## src/rtl/irq_mask_params.svh

```systemverilog
// Offsets, field positions and reset values of the peripheral interrupt mask block
`ifndef IRQ_MASK_PARAMS_SVH
`define IRQ_MASK_PARAMS_SVH

// Byte offsets of the registers on the bus
`define CTRL_REG_OFS 8'h00
`define FLAG_REG_OFS 8'h04
`define MASK_REG_OFS 8'h8C
// Any access above the low 256 bytes is steered here, where nothing lives
`define UNMAPPED_OFS 8'hFF

// Core interrupt control fields
`define GLOBAL_EN_BIT 7
`define GROUP_EN_BIT 6

// Per-source fields, shared by the mask and the flag register
`define RECEIVE_BIT 5
`define TRANSMIT_BIT 4
`define SERIAL_BIT 3
`define CAPCMP_BIT 2
`define PERIOD_BIT 1
`define OVERFLOW_BIT 0

// Implemented bits of the mask register for each variant
`define MASK_IMPL_USART 8'hFF
`define MASK_IMPL_PLAIN 8'hCF
// Implemented flag bits for each variant
`define FLAG_IMPL_USART 6'h3F
`define FLAG_IMPL_PLAIN 6'h0F

// Reset values
`define CTRL_RESET 2'h0
`define MASK_RESET 8'h00
`define FLAG_RESET 1'b0

`endif

```

## src/rtl/irq_mask_pkg.sv

```systemverilog
// Types shared by the peripheral interrupt mask block
package irq_mask_pkg;

   // One bit per peripheral source, bit 5 down to bit 0
   typedef struct packed {
      logic receive_irq;
      logic transmit_irq;
      logic sync_serial_irq;
      logic capture_compare_irq;
      logic period_match_irq;
      logic wide_timer_overflow_irq;
   } src_vec_t;

   // Register write strobe with its byte of data
   typedef struct packed {
      logic valid;
      logic [7:0] addr;
      logic [7:0] data;
   } reg_write_t;

   // Register read request, held for the one wait cycle
   typedef struct packed {
      logic valid;
      logic [7:0] addr;
   } reg_read_t;

endpackage

```

## src/rtl/ahb_reg_port.sv

```systemverilog
// AHB-Lite slave front end: address capture, write strobe and registered read data
`timescale 1ns/100ps
module ahb_reg_port (
   input wire logic hclk,
   input wire logic hresetn,
   input wire logic hsel,
   input wire logic [31:0] haddr,
   input wire logic [1:0] htrans,
   input wire logic hwrite,
   input wire logic hready,
   input wire logic [31:0] hwdata,
   output logic hreadyout,
   output logic hresp,
   output logic [31:0] hrdata,
   output irq_mask_pkg::reg_write_t wr,
   output irq_mask_pkg::reg_read_t rd,
   input wire logic [7:0] rd_data
);
   import irq_mask_pkg::*;
   `include "irq_mask_params.svh"

   logic wr_pend;
   logic rd_pend;
   logic [7:0] dph_addr;
   wire take = hsel & htrans[1] & hready;
   wire in_range = (haddr[31:8] == 24'h000000);
   wire [7:0] take_addr = in_range ? haddr[7:0] : `UNMAPPED_OFS;

   // Writes take no wait; reads take one so that read data leave a flop
   always_ff @(posedge hclk or negedge hresetn) begin
      if (!hresetn) begin
         wr_pend <= 1'b0;
         rd_pend <= 1'b0;
         dph_addr <= 8'h00;
         hreadyout <= 1'b1;
         hresp <= 1'b0;
         hrdata <= 32'h00000000;
      end else begin
         wr_pend <= take & hwrite;
         rd_pend <= take & ~hwrite;
         if (take) begin
            dph_addr <= take_addr;
         end
         hreadyout <= ~(take & ~hwrite);
         hresp <= 1'b0; // Always OKAY
         if (rd_pend) begin
            hrdata <= {24'h000000, rd_data};
         end
      end
   end

   // Data phase strobes towards the register file
   assign wr = '{valid: wr_pend, addr: dph_addr, data: hwdata[7:0]};
   assign rd = '{valid: rd_pend, addr: dph_addr};
endmodule

```

## src/rtl/event_flag_bank.sv

```systemverilog
// Sticky per-source event flags, cleared by writing one, with set winning over clear
`timescale 1ns/100ps
module event_flag_bank (
   input wire logic hclk,
   input wire logic hresetn,
   input irq_mask_pkg::src_vec_t events,
   input wire logic [5:0] clear,
   input wire logic [5:0] implemented,
   output logic [5:0] flags
);
   import irq_mask_pkg::*;
   `include "irq_mask_params.svh"

   wire [5:0] ev = events;

   // One flag per source; an event in the clearing cycle is kept
   for (genvar i = 0; i < 6; i++) begin : g_flag
      logic bit_q;
      always_ff @(posedge hclk or negedge hresetn) begin
         if (!hresetn) begin
            bit_q <= `FLAG_RESET;
         end else begin
            bit_q <= implemented[i] & (ev[i] | (bit_q & ~clear[i]));
         end
      end
      assign flags[i] = bit_q;
   end
endmodule

```

## src/rtl/peripheral_irq_enable_mask.sv

```systemverilog
// Peripheral interrupt enable mask with group and global gating, on AHB-Lite
//
// Function
// - Each peripheral source has its own enable bit; only enabled sources interrupt.
// - Nothing reaches the core unless the peripheral group enable is set.
// - Bit 3 enables the synchronous serial port interrupt; zero blocks it.
// - Bit 2 enables the capture/compare unit interrupt; zero masks it.
// - Bit 1 enables the timer-two period match interrupt; zero masks it.
// - Bit 0 enables the sixteen-bit timer overflow interrupt; zero masks it.
// - With a USART, bit 5 enables its receive interrupt; zero masks it.
// - With a USART, bit 4 enables its transmit interrupt; zero masks it.
// - Flags set on their event whatever the individual, group or global enables hold.
//
// Register access over AHB-Lite was left to the implementer.
`timescale 1ns/100ps
module peripheral_irq_enable_mask #(
   parameter bit has_usart = 1'b1
) (
   input wire logic hclk,
   input wire logic hresetn,
   input wire logic hsel,
   input wire logic [31:0] haddr,
   input wire logic [1:0] htrans,
   input wire logic hwrite,
   input wire logic [2:0] hsize,
   input wire logic hready,
   input wire logic [31:0] hwdata,
   output logic hreadyout,
   output logic hresp,
   output logic [31:0] hrdata,
   input irq_mask_pkg::src_vec_t irq_sources,
   output logic irq
);
   import irq_mask_pkg::*;
   `include "irq_mask_params.svh"

   reg_write_t wr;
   reg_read_t rd;
   logic [7:0] rd_data;
   logic global_irq_enable;
   logic peripheral_group_enable;
   logic [7:0] peripheral_irq_mask_reg;
   logic [5:0] flags;

   // Bus slave; only word transfers are issued, so the size is not decoded
   ahb_reg_port u_port (
      .hclk(hclk),
      .hresetn(hresetn),
      .hsel(hsel),
      .haddr(haddr),
      .htrans(htrans),
      .hwrite(hwrite),
      .hready(hready),
      .hwdata(hwdata),
      .hreadyout(hreadyout),
      .hresp(hresp),
      .hrdata(hrdata),
      .wr(wr),
      .rd(rd),
      .rd_data(rd_data)
   );

   // Variant selection: unimplemented bits are never stored
   wire [7:0] mask_impl = has_usart ? `MASK_IMPL_USART : `MASK_IMPL_PLAIN;
   wire [5:0] flag_impl = has_usart ? `FLAG_IMPL_USART : `FLAG_IMPL_PLAIN;

   // Address decode of the write strobe
   wire wr_ctrl = wr.valid && (wr.addr == `CTRL_REG_OFS);
   wire wr_flag = wr.valid && (wr.addr == `FLAG_REG_OFS);
   wire wr_mask = wr.valid && (wr.addr == `MASK_REG_OFS);

   // Write-one-to-clear on the flag register
   wire [5:0] flag_clear = wr_flag ? wr.data[5:0] : 6'h00;

   // Sticky flags follow the events alone, untouched by any enable
   event_flag_bank u_flags (
      .hclk(hclk),
      .hresetn(hresetn),
      .events(irq_sources),
      .clear(flag_clear),
      .implemented(flag_impl),
      .flags(flags)
   );

   // Next values of the control and mask registers
   wire next_global = wr_ctrl ? wr.data[`GLOBAL_EN_BIT] : global_irq_enable;
   wire next_group = wr_ctrl ? wr.data[`GROUP_EN_BIT] : peripheral_group_enable;
   wire [7:0] next_mask = wr_mask ? (wr.data & mask_impl) : peripheral_irq_mask_reg;

   // Control and mask storage; every enable starts cleared
   always_ff @(posedge hclk or negedge hresetn) begin
      if (!hresetn) begin
         {global_irq_enable, peripheral_group_enable} <= `CTRL_RESET;
         peripheral_irq_mask_reg <= `MASK_RESET;
      end else begin
         global_irq_enable <= next_global;
         peripheral_group_enable <= next_group;
         peripheral_irq_mask_reg <= next_mask;
      end
   end

   // Per-source enable fields, named for the gating below
   wire receive_irq_en = peripheral_irq_mask_reg[`RECEIVE_BIT];
   wire transmit_irq_en = peripheral_irq_mask_reg[`TRANSMIT_BIT];
   wire sync_serial_irq_en = peripheral_irq_mask_reg[`SERIAL_BIT];
   wire capture_compare_irq_en = peripheral_irq_mask_reg[`CAPCMP_BIT];
   wire period_match_irq_en = peripheral_irq_mask_reg[`PERIOD_BIT];
   wire wide_timer_overflow_irq_en = peripheral_irq_mask_reg[`OVERFLOW_BIT];

   // Each flag passes only through its own enable bit
   wire [5:0] src_enabled = {
      receive_irq_en & flags[`RECEIVE_BIT],
      transmit_irq_en & flags[`TRANSMIT_BIT],
      sync_serial_irq_en & flags[`SERIAL_BIT],
      capture_compare_irq_en & flags[`CAPCMP_BIT],
      period_match_irq_en & flags[`PERIOD_BIT],
      wide_timer_overflow_irq_en & flags[`OVERFLOW_BIT]
   };

   // Group enable gates all peripheral sources, global enable gates the core
   wire next_irq = global_irq_enable & peripheral_group_enable & (|src_enabled);

   // Registered so the output leaves a flop; costs one cycle of latency
   always_ff @(posedge hclk or negedge hresetn) begin
      if (!hresetn) begin
         irq <= 1'b0;
      end else begin
         irq <= next_irq;
      end
   end

   // Read back; reserved control bits and unmapped offsets read as zero
   wire [7:0] ctrl_view = {global_irq_enable, peripheral_group_enable, 6'h00};
   wire [7:0] flag_view = {2'h0, flags};
   wire [7:0] mask_view = peripheral_irq_mask_reg;
   assign rd_data = (rd.addr == `CTRL_REG_OFS) ? ctrl_view :
                    (rd.addr == `FLAG_REG_OFS) ? flag_view :
                    (rd.addr == `MASK_REG_OFS) ? mask_view : 8'h00;

   // Helper: request accepted in an address phase
   wire take_rd = hsel & htrans[1] & hready & ~hwrite;
   wire take_wr = hsel & htrans[1] & hready & hwrite;
   wire [5:0] ev_vec = irq_sources;
   wire gates_open = global_irq_enable & peripheral_group_enable;
endmodule

```

## config.mk

```make
export PLATFORM = sky130hd
export DESIGN_NAME = peripheral_irq_enable_mask
export DESIGN_NICKNAME = d
export VERILOG_FILES = /design/src/rtl/irq_mask_pkg.sv /design/src/rtl/ahb_reg_port.sv /design/src/rtl/event_flag_bank.sv /design/src/rtl/peripheral_irq_enable_mask.sv
export VERILOG_INCLUDE_DIRS = /design/src /design/src/rtl
export SDC_FILE = /design/constraint.sdc
export NUM_CORES = 1
export LEC_CHECK = 0
export BUFFER_PORTS_ARGS = -buffer_cell sky130_fd_sc_hd__buf_2
export CORE_UTILIZATION = 38
export CTS_CLUSTER_SIZE = 10
export DETAILED_ROUTE_END_ITERATION = 10
export GPL_TIMING_DRIVEN = 0
export HOLD_SLACK_MARGIN = 0.1
export PLACE_DENSITY = 0.8
export SYNTH_ARGS = -nofsm -noshare
export SYNTH_HDL_FRONTEND = slang
export SYNTH_SLANG_ARGS = --single-unit
export TNS_END_PERCENT = 30
```

## constraint.sdc

```tcl
create_clock -name hclk -period 1.4 [get_ports hclk]
set_input_delay 0.21 -clock hclk [delete_from_list [all_inputs] [get_ports hclk]]
set_output_delay 0.21 -clock hclk [all_outputs]
set_load 0.02 [all_outputs]
```

After elaboration in Yosys (flattened, before gate mapping)

Cells that the tools add are included.

ROM bits: 0
Memories: 0
Bits in writable memories: 0
Bits in latches: 0
Output and inout bits: 35
Word-level logic and storage cells: 60
Flip-flop bits (word level): 36
Input port bits: 80

Multiply operators: 0
Add/subtract/negate cells: 0
Bitwise gates (word level): 32
Div/mod/pow operators: 0
Equal/unequal tests: 2
Order comparisons: 0
Muxes and demuxes: 5
Reductions and logical operators: 6
Shifts and indexed selects: 0

Operators by type and width:

| cell                                                | number |
|---|---|
| two-way mux 8 bit                                   | 4 |
| zero test 24 bit                                    | 1 |
| AND 1 bit                                           | 18 |
| equality test 8 x 3 -> 1 bit, second input constant | 1 |
| equality test 8 bit, second input constant          | 1 |
| zero test 8 bit                                     | 1 |
| NOT 1 bit                                           | 8 |
| two-way mux 6 bit                                   | 1 |
| OR 1 bit                                            | 6 |
| OR reduction 6 bit                                  | 1 |
| logical AND 1 bit                                   | 3 |

Depth between registers and ports, before layout

Depth after elaboration: 6
Gate-level depth with buffers: 4
Gate-level depth less buffers: 3

Hierarchy

From an unflattened synthesis, not the netlist that was laid out.

Cells, all modules: 208
Area, all modules: 2172.1 µm²

Modules (own cells, without submodules):

| module                     | area each (µm²) | times used | cells each |
|---|---|---|---|
| ahb_reg_port               | 1118.6          | 1          | 111 |
| peripheral_irq_enable_mask | 730.7           | 1          | 73 |
| event_flag_bank            | 322.8           | 1          | 24 |

Least setup slack after synthesis

No wires, ideal clock.

Kind: register -> register
From: register u_port.dph_addr[5]
To: register peripheral_irq_mask_reg[0], in the netlist mask_view[0]
Buffers on the path: 0
Setup time: 0.125 ns
Path slack: -0.096 ns
Period minus slack after synthesis: 1.496 ns
Data arrival time: 1.371 ns
Stages on the path, launching flop included: 4
Cells stage by stage: dfrtp_1 -> nor4_4 -> nand3_4 -> mux2_2

Cells in the longest elaborated chain, start to end: 2

Ends and longest elaborated chain:

| element                              | line                             | source |
|---|---|---|
| start: declaration                   | ahb_reg_port.sv:24               | `logic [7:0] dph_addr;` |
| start signal: assignment             | ahb_reg_port.sv:42               | `dph_addr <= take_addr;` |
| equality test 8 bit (no source line) | n/a                              |  |
| logical AND 1 bit                    | peripheral_irq_enable_mask.sv:70 | `` wire wr_mask = wr.valid && (wr.addr == `MASK_REG_OFS); `` |
| end signal: assignment               | peripheral_irq_enable_mask.sv:94 | `` peripheral_irq_mask_reg <= `MASK_RESET; `` |
| end signal: assignment               | peripheral_irq_enable_mask.sv:98 | `peripheral_irq_mask_reg <= next_mask;` |
| end: declaration                     | peripheral_irq_enable_mask.sv:42 | `logic [7:0] peripheral_irq_mask_reg;` |

No other way between the ends.
A chain may end at the register's enable or synchronous reset.

Final worst setup path

From: register u_port.dph_addr[1]
To: register peripheral_irq_mask_reg[0], in the netlist mask_view[0]

Same word-level chain as after synthesis.

==> metrics.cfg <==
[synth]
synth_top_cell_by_area=dfrtp_1
yosysUniqueCellTypes=27
synth.top_cell.area_share=0.496
async_flop_share=1.00
yosys_warnings=0
synth.avg_cell_area_um2=10.6
syn_area_um2=1760
yosys-top-cells-count=dfrtp_1, buf_4, nor2_1
yosysSeqAreaShare=0.511
synthTopCellsByArea=dfrtp_1, buf_4, mux2_2
synth_edf_count=0
ys.flop_type=dfrtp_1
synth_seq_cells=36
synth_most_common_cell=dfrtp_1
syn_inst=167

[place]
dp_hpwl_mm=2.88
port_buffers=61
gp_congestion=0.781
place_area_um2=2220
place_ws_ps=-319

[power]
powerDensity_nw_per_um2=850
vdd_drop_max_v=0.000312
leakage_uw=0.00116

[cells_and_area]
synthToLayoutAreaGrowth_pct=34.3
final_area_um2=2370
drive_gt1_frac=0.419
nNetsFinal=345
fin_util=0.537
diodes=0

[drt]
wl_per_cell_um=11.6
drtPass1Iterations=4
drt_iter0_markers=92
routed_wl_mm=3.68
vias=1465
avgViaCountPerCell=4.62
final_antenna_net_count=0
drc=0

[worst_setup_path]
cp-start-kind=register
cp_max_fo=8
endpoint_kind=register
worstPathRequired_ps=1570
cp.arrival_ps=1590
criticalPathCategory=reg -> reg

[timing]
setup_slack_ps=-22.7
period_minus_slack_ps=1420
finalSetupViolCount=8
slew-limit-headroom=0.481
slew_viol_final=0
hold_violations=0
finClkSkew_ps=4.56
tightest_slew_ps=778
fin_crit_sh=1.02
fmax_mhz=703
rsz0062_at_grt=yes

[clocking]
htreeDepth=2
cts_num_sinks=36
clk_latency_ps=280
path_clk_slew_ps=60
cts_tree=yes
cts_made_buffers=5
cts_root_buffer=clkbuf_8
cts_buffer_depth=2

[min_path]
hold_path.class=in -> reg

[die]
die_w_um=70.1
fp-row-count=24
io_pins=115
die_height_um=70.1
initial_core_util=0.400
core_um2=4410
die-area_um2=4920

[grt]
grt_overflow=0
grt_pass1_vias=1403
grt_max_degree=37
track_usage=0.158
grt_pass1_wl_mm=5.96
antenna_found_initial=0

[status]
violations=setup timing
outcome=finished with violations

[run]
maxCapViolations=0

## flip-flops by register name, indices dropped and copies added (netlist names)
register / flops
global_irq_enable: 1
mask_view: 8
u_port.wr_pend: 1
u_port.rd_pend: 1
irq: 1
u_flags.g_flag.bit_q: 6
u_port.hreadyout: 1
u_port.dph_addr: 8
peripheral_group_enable: 1
u_port.hrdata: 8
## power by group
group	switching (µW)	internal (µW)	leakage, µW
logic	139	131	0.000719
clock network	331	337	0.0000410
registers	13.6	1060	0.000402
total	484	1530	0.00116
## kinds of logic after synthesis
kind of cell    count (synthesis)  synth area share
other cells                     1           0.00213
compound gates                 34             0.133
simple gates                   47             0.154
mux                            10            0.0638
buf+inv                        39             0.136
flops                          36             0.511
## area by class of cell
type	instances	area, µm²
Fill cell	421	2040
Sequential cell	36	902
Multi-Input combinational cell	116	722
Timing Repair Buffer	67	362
Buffer	30	208
Clock buffer	6	72.6
Tap cell	52	65.1
Inverter	9	33.8
Clock inverter	1	5.00
## timing repair
item,4_1_cts,5_1_grt
buffers inserted,2,1
resized for setup,2,2
gates cloned,0,0
pin swaps,1,1
hold endpoints to repair,37,0
setup endpoints to repair,24,22
hold buffers,3,0
## through the flow
step | instances | TNS (ps) | hold WS (ps) | total power [µW]
after floorplan | 191 | -807 | -85.6 | 1250
after detailed placement | 304 | -6890 | 333 | 1360
final | 317 | -118 | 105 | 2010
after CTS | 316 | -223 | 100 | 2040
after global placement | 304 | -6180 | 322 | 1350
after global routing | 317 | -1370 | 107 | 2090
## critical path, stage by stage (launching register included)
cell	delay, ps
dfrtp_1	410
nor4_4	280
buf_6	160
nand3_4	140
mux2_2	310
## routing by layer
metal / vias up / GRT usage / share of wire
met2: 64 / 0.299 / 0.52
li1: 747 / - / -
met5: - / 0 / 0
met3: 7 / 0.0447 / 0.077
met4: 0 / 0.0600 / 0.016
met1: 647 / 0.162 / 0.39
## path summary, 6_finish.rpt
path | from | slack (ps) | depth (start not counted) | to
min reg2reg | u_flags.g_flag[3].bit_q$_DFF_PN0_ | 510 | 1 | u_flags.g_flag[3].bit_q$_DFF_PN0_
max | u_port.dph_addr[1]$_DFFE_PN0N_ | -20 | 4 | mask_view[0]$_DFFE_PN0P_
max reg2reg | u_port.dph_addr[1]$_DFFE_PN0N_ | -20 | 4 | mask_view[0]$_DFFE_PN0P_
min in group asynchronous | hresetn | 540 | 2 | u_port.hrdata[6]$_DFFE_PN0P_
max in group asynchronous | hresetn | 370 | 2 | mask_view[4]$_DFFE_PN0P_
min | irq_sources[2] | 100 | 2 | u_flags.g_flag[2].bit_q$_DFF_PN0_
## cell usage in the layout (no fill, tap or decap), drive strengths merged
master       count
nand2            2
and3             2
nor3b            1
nor2b            2
buf             89
mux2            10
nor3             1
dfstp            1
dfrtp           35
inv              9
a31oi            9
o22ai            8
clkbuf          11
nor4             5
nand4            6
or4              2
a21o             6
and2             2
and4             1
nor2            18
conb            25
clkinv           1
nand2b           1
nand3            4
dlygate4sd3      3
a22oi           11
No activity file was read; power rests on OpenSTA's default activity.
